[config.mk]
export PLATFORM = sky130hd
export DESIGN_NAME = smcct_top
export DESIGN_NICKNAME = d
export VERILOG_FILES = /design/src/rtl/smcct_fifo.v /design/src/rtl/smcct_top.v
export VERILOG_INCLUDE_DIRS = /design/src /design/src/rtl
export SDC_FILE = /design/constraint.sdc
export NUM_CORES = 1
export LEC_CHECK = 0
export ABC_AREA = 0
export ABC_CLOCK_PERIOD_IN_PS = 10000
export BUFFER_PORTS_ARGS = -buffer_cell sky130_fd_sc_hd__buf_2
export CORE_MARGIN = 2
export CORE_UTILIZATION = 45
export DETAILED_ROUTE_END_ITERATION = 7
export PLACE_DENSITY = 0.66
export SKIP_LAST_GASP = 1
export SLEW_MARGIN = 25
export SYNTH_ARGS = -nofsm -noshare
export SYNTH_HDL_FRONTEND = slang
export SYNTH_SLANG_ARGS = --single-unit
export TNS_END_PERCENT = 20
[constraint.sdc]
create_clock -name CLOCK_I -period 10 [get_ports CLOCK_I]
set_clock_uncertainty 0.2 [all_clocks]
set_input_delay 1 -clock CLOCK_I [delete_from_list [all_inputs] [get_ports CLOCK_I]]
set_output_delay 1 -clock CLOCK_I [all_outputs]
set_load 0.1 [all_outputs]
[src/rtl/smcct_map.vh]
`ifndef SMCCT_MAP_VH
`define SMCCT_MAP_VH

// ****************************************
// control, format and delay field positions
// ****************************************
`define SMCCT_CTRL_SEL_BIT 0
`define SMCCT_FMT_PHASE_BIT 16
`define SMCCT_FMT_POL_BIT 17
`define SMCCT_FMT_PRESCALE_MSB 15
`define SMCCT_FMT_PRESCALE_LSB 8
`define SMCCT_FMT_MSB 17
`define SMCCT_DLY_C2T_MSB 15
`define SMCCT_DLY_C2T_LSB 8
`define SMCCT_DLY_T2C_MSB 7
`define SMCCT_DLY_T2C_LSB 0
`define SMCCT_DLY_MSB 15

// ****************************************
// word and fifo shape
// ****************************************
`define SMCCT_WORD_BITS 16
`define SMCCT_LAST_EDGE 5'h1f
`define SMCCT_LAST_BIT 5'h0f
`define SMCCT_FIFO_DEPTH 8
`define SMCCT_FIFO_AW 3

// ****************************************
// timing counts in bus-clock cycles, clock and minimum serial clock periods in ns
// ****************************************
`define SMCCT_SETUP_BASE 10'h002
`define SMCCT_SETUP_KEEP_EXTRA 10'h001
`define SMCCT_HOLD_BASE 10'h001
`define SMCCT_PRESCALE_ZERO_PERIOD 9'h002
`define SMCCT_CLK_NS 8
`define SMCCT_MIN_SCK_NS 25
`define SMCCT_MIN_SCK_CYC ((`SMCCT_MIN_SCK_NS + `SMCCT_CLK_NS - 1) / `SMCCT_CLK_NS)

`endif

[src/rtl/smcct_fifo.v]
`timescale 1ns/100ps
module smcct_fifo #(
    parameter WIDTH = 16,
    parameter DEPTH = 8,
    parameter AW = 3
) (
    // clock and reset
    input wire clk_i,
    input wire rst_n_i,
    // fill side
    input wire wr_valid_i,
    output wire wr_ready_o,
    input wire [WIDTH-1:0] wr_data_i,
    // drain side
    output wire rd_valid_o,
    input wire rd_ready_i,
    output wire [WIDTH-1:0] rd_data_o
);

    reg [WIDTH-1:0] mem [0:DEPTH-1];
    reg [AW-1:0] wr_ptr;
    reg [AW-1:0] rd_ptr;
    reg [AW:0] count;
    wire do_wr;
    wire do_rd;

    assign wr_ready_o = (count != DEPTH[AW:0]);
    assign rd_valid_o = (count != {(AW+1){1'b0}});
    assign rd_data_o = mem[rd_ptr];
    assign do_wr = wr_valid_i & wr_ready_o;
    assign do_rd = rd_ready_i & rd_valid_o;

    // ****************************************
    // storage
    // ****************************************
    genvar g;
    generate
        for (g = 0; g < DEPTH; g = g + 1) begin : g_slot
            always @(posedge clk_i or negedge rst_n_i) begin
                if (!rst_n_i) begin
                    mem[g] <= {WIDTH{1'b0}};
                end else if (do_wr && {{(32-AW){1'b0}}, wr_ptr} == g) begin
                    mem[g] <= wr_data_i;
                end
            end
        end
    endgenerate

    // ****************************************
    // pointers and fill level
    // ****************************************
    always @(posedge clk_i or negedge rst_n_i) begin
        if (!rst_n_i) begin
            wr_ptr <= {AW{1'b0}};
            rd_ptr <= {AW{1'b0}};
            count <= {(AW+1){1'b0}};
        end else begin
            if (do_wr) begin
                wr_ptr <= wr_ptr + 1'b1;
            end
            if (do_rd) begin
                rd_ptr <= rd_ptr + 1'b1;
            end
            if (do_wr && !do_rd) begin
                count <= count + 1'b1;
            end else if (do_rd && !do_wr) begin
                count <= count - 1'b1;
            end
        end
    end

endmodule // smcct_fifo

[src/rtl/smcct_top.v]
`timescale 1ns/100ps
`include "smcct_map.vh"

module smcct_top (
    // clock and reset
    input wire CLOCK_I,
    input wire RST_N_I,
    // configuration
    input wire [`SMCCT_CTRL_SEL_BIT:0] SPI_GLOBAL_CONTROL_REG_I,
    input wire [`SMCCT_FMT_MSB:0] SPI_FORMAT_REG_I,
    input wire [`SMCCT_DLY_MSB:0] SPI_DELAY_REG_I,
    input wire CS_KEEP_ACTIVE_OPTION_I,
    // transmit stream
    input wire [`SMCCT_WORD_BITS-1:0] TX_DATA_I,
    input wire TX_VALID_I,
    output wire TX_READY_O,
    // receive stream
    output reg [`SMCCT_WORD_BITS-1:0] RX_DATA_O,
    output reg RX_VALID_O,
    // status
    output wire BUSY_O,
    output reg RATE_ERROR_O,
    // serial clock line
    input wire SERIAL_CLOCK_LINE_I,
    output reg SERIAL_CLOCK_LINE_O,
    output wire SERIAL_CLOCK_LINE_OE_O,
    // chip select, active low
    input wire CS_N_I,
    output reg CS_N_O,
    output wire CS_N_OE_O,
    // controller out data line
    input wire CONTROLLER_OUT_DATA_LINE_I,
    output wire CONTROLLER_OUT_DATA_LINE_O,
    output wire CONTROLLER_OUT_DATA_LINE_OE_O,
    // controller in data line
    input wire CONTROLLER_IN_DATA_LINE_I,
    output wire CONTROLLER_IN_DATA_LINE_O,
    output wire CONTROLLER_IN_DATA_LINE_OE_O
);

    localparam [2:0] ST_IDLE = 3'h0;
    localparam [2:0] ST_SETUP = 3'h1;
    localparam [2:0] ST_XFER = 3'h2;
    localparam [2:0] ST_HOLD = 3'h3;
    localparam [2:0] ST_PERI = 3'h4;
    localparam integer MIN_SCK_CYC_FULL = `SMCCT_MIN_SCK_CYC;
    localparam [8:0] MIN_SCK_CYC = MIN_SCK_CYC_FULL[8:0];

    // ****************************************
    // configuration decode
    // ****************************************
    wire ctrl_mode;
    wire phase;
    wire polarity;
    wire [7:0] clock_prescale_value;
    wire [7:0] cs_to_clock_delay_count;
    wire [7:0] clock_to_cs_delay_count;
    wire [8:0] period;
    wire [8:0] half_trail;
    wire [8:0] half_lead;
    wire [9:0] setup_len;

    assign ctrl_mode = SPI_GLOBAL_CONTROL_REG_I[`SMCCT_CTRL_SEL_BIT];
    assign phase = SPI_FORMAT_REG_I[`SMCCT_FMT_PHASE_BIT];
    assign polarity = SPI_FORMAT_REG_I[`SMCCT_FMT_POL_BIT];
    assign clock_prescale_value = SPI_FORMAT_REG_I[`SMCCT_FMT_PRESCALE_MSB:`SMCCT_FMT_PRESCALE_LSB];
    assign cs_to_clock_delay_count = SPI_DELAY_REG_I[`SMCCT_DLY_C2T_MSB:`SMCCT_DLY_C2T_LSB];
    assign clock_to_cs_delay_count = SPI_DELAY_REG_I[`SMCCT_DLY_T2C_MSB:`SMCCT_DLY_T2C_LSB];

    // period split: lead half follows the leading edge, trail half the trailing one
    assign period = (clock_prescale_value == 8'h00) ? `SMCCT_PRESCALE_ZERO_PERIOD
                                                    : {1'b0, clock_prescale_value} + 9'h001;
    assign half_trail = {1'b0, period[8:1]};
    assign half_lead = period - half_trail;

    // chip select to first edge: delay count plus base, plus one when polarity and keep option are both set, plus half a period
    assign setup_len = {2'b00, cs_to_clock_delay_count} + `SMCCT_SETUP_BASE
                     + ((polarity && CS_KEEP_ACTIVE_OPTION_I) ? `SMCCT_SETUP_KEEP_EXTRA : 10'h000)
                     + {1'b0, half_trail};

    // reload value for the timer so that it spans len cycles
    function [9:0] smcct_reload;
        input [9:0] len;
        begin
            smcct_reload = len - 10'h001;
        end
    endfunction

    // ****************************************
    // state
    // ****************************************
    reg [2:0] state;
    reg [9:0] timer;
    reg [4:0] edge_cnt;
    reg [4:0] bit_cnt;
    reg [`SMCCT_WORD_BITS-1:0] tx_sh;
    reg [`SMCCT_WORD_BITS-1:0] rx_sh;
    reg data_out;
    reg sck_prev;

    wire fifo_valid;
    wire [`SMCCT_WORD_BITS-1:0] fifo_data;
    wire fifo_pop;
    wire cs_in_active;
    wire sck_rise;
    wire sck_fall;
    wire same_pp;
    wire lead_edge;
    wire ctl_sample;
    wire ctl_launch;
    wire peri_sample;
    wire peri_launch;
    wire sample_bit;
    wire [`SMCCT_WORD_BITS-1:0] rx_next;
    wire hold_again;

    assign cs_in_active = ~CS_N_I;
    assign sck_rise = SERIAL_CLOCK_LINE_I & ~sck_prev;
    assign sck_fall = ~SERIAL_CLOCK_LINE_I & sck_prev;
    assign same_pp = (polarity == phase);

    // controller: even edges lead, odd edges trail
    assign lead_edge = ~edge_cnt[0];
    assign ctl_sample = phase ? ~lead_edge : lead_edge;
    assign ctl_launch = phase ? (lead_edge && edge_cnt != 5'h00)
                              : (~lead_edge && edge_cnt != `SMCCT_LAST_EDGE);

    // peripheral: edge choice from polarity against phase
    assign peri_sample = same_pp ? sck_fall : sck_rise;
    assign peri_launch = (same_pp ? sck_rise : sck_fall) && bit_cnt != 5'h00;

    assign sample_bit = ctrl_mode ? CONTROLLER_IN_DATA_LINE_I : CONTROLLER_OUT_DATA_LINE_I;
    assign rx_next = {rx_sh[`SMCCT_WORD_BITS-2:0], sample_bit};

    // keep chip select low into the next word when the option asks and data waits
    assign hold_again = CS_KEEP_ACTIVE_OPTION_I && fifo_valid && ctrl_mode;

    assign fifo_pop = (state == ST_IDLE && ctrl_mode && fifo_valid)
                    || (state == ST_IDLE && !ctrl_mode && cs_in_active)
                    || (state == ST_HOLD && timer == 10'h000 && hold_again);

    // ****************************************
    // pin drive
    // ****************************************
    assign SERIAL_CLOCK_LINE_OE_O = ctrl_mode;
    assign CS_N_OE_O = ctrl_mode;
    assign CONTROLLER_OUT_DATA_LINE_O = data_out;
    assign CONTROLLER_OUT_DATA_LINE_OE_O = ctrl_mode;
    assign CONTROLLER_IN_DATA_LINE_O = data_out;
    assign CONTROLLER_IN_DATA_LINE_OE_O = ~ctrl_mode && (state == ST_PERI);
    assign BUSY_O = (state != ST_IDLE);

    // ****************************************
    // transmit fifo
    // ****************************************
    smcct_fifo #(
        .WIDTH(`SMCCT_WORD_BITS),
        .DEPTH(`SMCCT_FIFO_DEPTH),
        .AW(`SMCCT_FIFO_AW)
    ) u_tx_fifo (
        .clk_i(CLOCK_I),
        .rst_n_i(RST_N_I),
        .wr_valid_i(TX_VALID_I),
        .wr_ready_o(TX_READY_O),
        .wr_data_i(TX_DATA_I),
        .rd_valid_o(fifo_valid),
        .rd_ready_i(fifo_pop),
        .rd_data_o(fifo_data)
    );

    // ****************************************
    // sequencer
    // ****************************************
    always @(posedge CLOCK_I or negedge RST_N_I) begin
        if (!RST_N_I) begin
            state <= ST_IDLE;
            timer <= 10'h000;
            edge_cnt <= 5'h00;
            bit_cnt <= 5'h00;
            tx_sh <= 16'h0000;
            rx_sh <= 16'h0000;
            data_out <= 1'b0;
            sck_prev <= 1'b0;
            SERIAL_CLOCK_LINE_O <= 1'b0;
            CS_N_O <= 1'b1;
            RX_DATA_O <= 16'h0000;
            RX_VALID_O <= 1'b0;
            RATE_ERROR_O <= 1'b0;
        end else begin
            RX_VALID_O <= 1'b0;
            sck_prev <= SERIAL_CLOCK_LINE_I;
            RATE_ERROR_O <= (period < MIN_SCK_CYC);
            case (state)
                ST_IDLE: begin
                    CS_N_O <= 1'b1;
                    SERIAL_CLOCK_LINE_O <= polarity;
                    if (ctrl_mode && fifo_valid) begin
                        CS_N_O <= 1'b0;
                        tx_sh <= fifo_data;
                        data_out <= fifo_data[`SMCCT_WORD_BITS-1];
                        edge_cnt <= 5'h00;
                        timer <= smcct_reload(setup_len);
                        state <= ST_SETUP;
                    end else if (!ctrl_mode && cs_in_active) begin
                        tx_sh <= fifo_valid ? fifo_data : 16'h0000;
                        data_out <= fifo_valid & fifo_data[`SMCCT_WORD_BITS-1];
                        bit_cnt <= 5'h00;
                        state <= ST_PERI;
                    end
                end
                ST_SETUP, ST_XFER: begin
                    if (!ctrl_mode) begin
                        CS_N_O <= 1'b1;
                        state <= ST_IDLE;
                    end else if (timer != 10'h000) begin
                        timer <= timer - 10'h001;
                    end else begin
                        SERIAL_CLOCK_LINE_O <= ~SERIAL_CLOCK_LINE_O;
                        if (ctl_sample) begin
                            rx_sh <= rx_next;
                        end
                        if (ctl_launch) begin
                            data_out <= tx_sh[`SMCCT_WORD_BITS-2];
                            tx_sh <= {tx_sh[`SMCCT_WORD_BITS-2:0], 1'b0};
                        end
                        edge_cnt <= edge_cnt + 5'h01;
                        if (edge_cnt == `SMCCT_LAST_EDGE) begin
                            RX_DATA_O <= ctl_sample ? rx_next : rx_sh;
                            RX_VALID_O <= 1'b1;
                            timer <= smcct_reload(`SMCCT_HOLD_BASE + {2'b00, clock_to_cs_delay_count});
                            state <= ST_HOLD;
                        end else begin
                            timer <= smcct_reload(lead_edge ? {1'b0, half_lead} : {1'b0, half_trail});
                            state <= ST_XFER;
                        end
                    end
                end
                ST_HOLD: begin
                    if (!ctrl_mode) begin
                        CS_N_O <= 1'b1;
                        state <= ST_IDLE;
                    end else if (timer != 10'h000) begin
                        timer <= timer - 10'h001;
                    end else if (hold_again) begin
                        tx_sh <= fifo_data;
                        data_out <= fifo_data[`SMCCT_WORD_BITS-1];
                        edge_cnt <= 5'h00;
                        timer <= smcct_reload(setup_len);
                        state <= ST_SETUP;
                    end else begin
                        CS_N_O <= 1'b1;
                        state <= ST_IDLE;
                    end
                end
                ST_PERI: begin
                    if (ctrl_mode || !cs_in_active) begin
                        state <= ST_IDLE;
                    end else begin
                        if (peri_sample) begin
                            rx_sh <= rx_next;
                            if (bit_cnt == `SMCCT_LAST_BIT) begin
                                RX_DATA_O <= rx_next;
                                RX_VALID_O <= 1'b1;
                                bit_cnt <= 5'h00;
                            end else begin
                                bit_cnt <= bit_cnt + 5'h01;
                            end
                        end
                        if (peri_launch) begin
                            data_out <= tx_sh[`SMCCT_WORD_BITS-2];
                            tx_sh <= {tx_sh[`SMCCT_WORD_BITS-2:0], 1'b0};
                        end
                    end
                end
                default: begin
                    state <= ST_IDLE;
                end
            endcase
        end
    end

endmodule // smcct_top

-- Yosys cells after proc, flatten, opt, wreduce, memory -nomap -nowiden
Index checks and enable logic that the tools add are counted.
- order comparisons: 2
- reductions and logical operators: 56
- mux-type cells: 96
- equality and inequality tests: 37
- bitwise logic cells: 12
- add/subtract/negate cells: 16
- operator list (kind ; number):
    $mux W16 ; 13
    $mux W15 ; 11
    $mux W10 ; 7
    $pmux W16 S2 ; 2
    $pmux W15 S4 ; 1
    $mux W5 ; 11
    $bmux W16 S3 ; 1
    $mux W1 ; 31
    $pmux W10 S3 ; 1
    $logic_and A1 B1 Y1 ; 25
    $ne A2 B2 Y1 const B ; 12
    $mux W3 ; 7
    $sub A10 B1 Y10 const B ; 2
    $sub A9 B1 Y10 const B ; 2
    $mux W9 ; 2
    $eq A3 B3 Y1 const B ; 5
    $pmux W5 S3 ; 1
    $reduce_and A5 Y1 ; 3
    $reduce_and A7 Y1 ; 2
    $eq A3 B2 Y1 const B ; 4
    $pmux W3 S4 ; 1
    $add A10 B8 Y10 ; 1
    $add A5 B1 Y5 const B ; 2
    $add A9 B1 Y10 ; 1
    41 further kinds ; 71
- logic and storage cells: 243
- output and inout bits: 28
- register bits: 214
- input bits: 59

-- Logic depth before layout (Yosys ltp)
- word-level depth: 9
- mapped depth: 16
- gate-level depth less buffers: 16

-- Cells and area by module
Synthesis repeated with hierarchy kept, for this count alone.
- cells, all modules: 1014
- area total of the unflattened synthesis: 12231.7 um^2
- modules (own cells, without submodules) (module ; sequential area each (um^2) ; instances ; area each (um^2) ; cells each):
    smcct_fifo ; 3453.3 ; 1 ; 6472.5 ; 397
    smcct_top ; 1903.1 ; 1 ; 5759.3 ; 617

-- Worst setup path after synthesis
Ideal clock, no wire load.
- path type: input to register
- start: in SPI_FORMAT_REG_I[8]
- end: reg timer[7]
- stages on the path: 15
- slack: 5.715 ns
- path buffers: 0
- setup time: 0.162 ns
- arrival: 3.923 ns
- cell sequence: inv_1 ha_1 or4b_4 nor2_4 nor2_1 ha_1 ha_1 a21o_1 a21oi_1 o21ai_0 o41ai_1 xor2_1 o211ai_1 a21oi_1 o32ai_1
- longest elaborated chain between the ends: 9
- RTL lines (what ; RTL line ; source):
    start, declared ; smcct_top.v:10 ; input wire [`SMCCT_FMT_MSB:0] SPI_FORMAT_REG_I,
    $add A8 B1 Y9 / $logic_not A8 Y1 (equally long branches) ; smcct_top.v:72, smcct_top.v:71 ;
    $mux W9 (*) ; smcct_top.v:71 ; assign period = (clock_prescale_value == 8'h00) ? `SMCCT_PRESCALE_ZERO_PERIOD
    $sub A9 B8 Y9 ; smcct_top.v:74 ; assign half_lead = period - half_trail;
    $mux W9 ; smcct_top.v:233 ; timer <= smcct_reload(lead_edge ? {1'b0, half_lead} : {1'b0, half_trail});
    $sub A9 B1 Y10 ; smcct_top.v:85 ; smcct_reload = len - 10'h001;
    $mux W10 ; smcct_top.v:227 ; if (edge_cnt == `SMCCT_LAST_EDGE) begin
    $mux W10 ; smcct_top.v:215 ; end else if (timer != 10'h000) begin
    $mux W10 ; smcct_top.v:212 ; if (!ctrl_mode) begin
    $pmux W10 S3 (*) ; smcct_top.v:193 ; case (state)
    end signal, assigned ; smcct_top.v:216 ; timer <= timer - 10'h001;
    end signal, assigned ; smcct_top.v:230 ; timer <= smcct_reload(`SMCCT_HOLD_BASE + {2'b00, clock_to_cs_delay_count});
    end signal, assigned ; smcct_top.v:233 ;
    end, declared ; smcct_top.v:93 ; reg [9:0] timer;
Mark *: on every way between the ends. The rest lies on a longest branch, timed or not. The select of a mux whose other input is x is not followed.
A chain may end at the register's enable or synchronous reset.

-- Worst setup path in the final report
Ends and elaborated chain as after synthesis.

==> results.toml <==
[yosys]
synthTopCellsByCount = "dfrtp_1, mux2_2, nand2_1"
netlist_top_cells_area = "dfrtp_1, mux2_2, mux4_2"
synth_edf_count = 0
yosysUniqueCellTypes = 72
synth.top_cell.area_share = 0.457
seq_area_frac_synth = 0.459
synth-async-reset-ratio = 1.00
yosysMostFrequentCell = "dfrtp_1"
synth_nets = 1127
syn_area_mm2 = 0.0117
synth_seq_cells = 214
synth_top_area_cell = "dfrtp_1"
synth_area_per_cell_um2 = 11.5
yosysWarnings = 0
synth_cells = 1017
ys.flop_type = "dfrtp_1"

[power]
intPower_mw = 2.58
total_power_mw = 4.06
vdd_drop_max_mv = 0.261
combPwrFrac = 0.418
leakage_nw = 5.90
p_switching_mw = 1.48
p_sw_frac = 0.364
power_frac_seq = 0.359
power.share.clock = 0.223
cellPowerDensity_mw_per_mm2 = 308

[drt]
ant_nets = 0
wirelength_um = 24700
dr.first_iter.drc_count = 590
firstDrtPassIters = 7
wl_per_cell_um = 17.3
drc_errors = 0
vias_per_cell = 5.57
vias = 7950

[sta]
finalHoldViolCount = 0
finalCritPeriodShare = 0.427
setup_viol = 0
rsz0062_at_grt = "false"
tightest_slew_ns = 1.05
setup_ws_ns = 5.73
timing.fmax_mhz = 234
slew_viol_final = 0
fin_crit_ns = 4.27
fin_setup_tns_ns = 0
relSlewSlack = 0.296

[die]
initial_core_util = 0.461
die_h_um = 165
die_area_mm2 = 0.0272
ios = 87
coreArea_mm2 = 0.0253
die_w_um = 165
rows = 58

[clock_tree]
path_clk_slew_ns = 0.06
clk_latency_ns = 0.53
cts_resized = 0
cts_setup_buffers = 0
cts_made_buffers = 24
htreeDepth = 1
cts-root-buf = "clkbuf_16"
clockBufferDepth = 3
hold_buffers = 0
cts_tree = "yes"
cts.sinks = 214

[critical_path]
cp_max_fo = 6
crit_path_start_kind = "primary input"
critical_path_required_ns = 10.19
end_kind = "flip-flop"
criticalPathCategory = "primary input to flip-flop"
arrival_ns = 4.47

[outcome]
run_status = "complete, no violations"

[finish]
drive_gt1_frac = 0.297
n_fill_cell = 2229
syn_to_final_growth_pct = 12.7
nets = 1192

[global_route]
grt_pass1_wl_um = 40700
grt.total_usage = 0.187
grt_pass1_vias = 7874
antenna_found_initial = 2
grt_max_degree = 100
gr-total-overflow = 0

[placed_design]
routabilityCongestion = 0.871
hpwl_um = 16200
place_ws_ns = 5.21
port_buffers = 78

[hold_path]
hold_path_class = "flip-flop to flip-flop"

[flow_run]
cap_violations = 0
==> final cells by class <==
class	count	area (µm²)	area share
clock buffer	33	644	0.0490
antenna	1	2.50	0.000190
tap	330	413	0.0314
sequential	214	5360	0.407
inverter	36	135	0.0103
timing repair buffer	85	452	0.0343
multi-input combinational	721	5990	0.455
clock inverter	7	166	0.0126
==> layout by cell type, fill, tap and decap left out, types with 5 or more instances in the layout <==
cell type,count
mux4_2,32
o21ai_0,30
buf_4,7
a21oi_1,48
o21ai_1,40
mux2_2,146
ha_1,48
xnor2_1,15
nor2_1,58
dfrtp_1,211
a21o_1,5
or3_1,6
nand2_1,94
nor2b_1,5
nor3_1,10
buf_2,77
nand2b_1,6
mux2i_1,34
a31oi_1,7
inv_1,35
clkbuf_1,8
nand3_1,23
o31ai_1,6
and3_1,6
xor2_1,14
clkbuf_16,24
==> worst paths after layout <==
path                                     start                   endpoint  slack (ns)  depth (start not counted)
setup / recovery           SPI_FORMAT_REG_I[8]                   timer[7]        5.73                         16
hold / removal                    RX_DATA_O[2]               RX_DATA_O[2]        0.28                          2
setup reg to reg                      timer[0]         u_tx_fifo.count[3]        6.22                         15
hold reg to reg                   RX_DATA_O[2]               RX_DATA_O[2]        0.28                          2
max in group asynchronous              RST_N_I  CONTROLLER_IN_DATA_LINE_O        7.20                          3
min in group asynchronous              RST_N_I                   timer[1]        0.35                          1
==> layer usage <==
layer / global-route usage / wire length, µm / up-vias
li1: - / - / 3820
met1: 0.255 / 11300 / 3906
met2: 0.317 / 11800 / 175
met3: 0.0311 / 1080 / 47
met4: 0.0399 / 512 / 2
met5: 0 / 12 / -
==> state kept, by name (all words and copies together), names as in the netlist <==
name / count
tx_sh: 15
sck_prev: 1
RATE_ERROR_O: 1
bit_cnt: 5
u_tx_fifo.rd_ptr: 3
u_tx_fifo.mem: 128
rx_sh: 16
edge_cnt: 5
state: 3
u_tx_fifo.count: 4
CONTROLLER_IN_DATA_LINE_O: 1
CS_N_O: 1
SERIAL_CLOCK_LINE_O: 1
timer: 10
RX_DATA_O: 16
u_tx_fifo.wr_ptr: 3
RX_VALID_O: 1
==> power by group through the flow <==
| stage | clock, mW | combinational, mW | sequential, mW |
|---|---|---|---|
| final | 0.905 | 1.69 | 1.46 |
| after detailed placement | 0 | 1.70 | 1.47 |
| after global placement | 0 | 1.67 | 1.45 |
| after CTS | 0.929 | 1.71 | 1.45 |
| after floorplan | 0 | 1.35 | 1.42 |
| after global routing | 0.966 | 1.87 | 1.50 |
==> through the flow <==
step                instance area [µm²]  hold WS [ns]  std cells   util
floorplan                         11700         0.249       1017      -
CTS                               13200         0.280       1426  0.519
global placement                  12300         0.260       1386  0.487
detailed placement                12300         0.267       1386  0.487
finish                            13200         0.276       1427  0.520
global route                      13200         0.303       1426  0.519
==> critical path, stage by stage <==
cell and delay (ns):
buf_2 0.12, inv_1 0.11, ha_1 0.15, or4b_4 0.49
nor2_4 0.13, nor2_1 0.14, ha_1 0.37, ha_1 0.30
a21o_1 0.17, a21oi_1 0.28, o21ai_0 0.14, o41ai_1 0.44
xor2_1 0.26, o211ai_1 0.11, a21oi_1 0.15, o32ai_1 0.09
==> cell families (layout without fill, tap and decap cells) <==
kind of cell,count (synthesis),in the layout,share of synthesized area
AO/OA/AOI/OAI,179,179,0.0940
AND/OR/NAND/NOR,247,247,0.103
adder cells (fa/ha/maj),51,51,0.0566
other,0,1,0
flip-flops,214,214,0.459
multiplexers,214,214,0.234
buffers and inverters,82,161,0.0301
XOR/XNOR,30,30,0.0232
(Power assumes the default switching activity.)
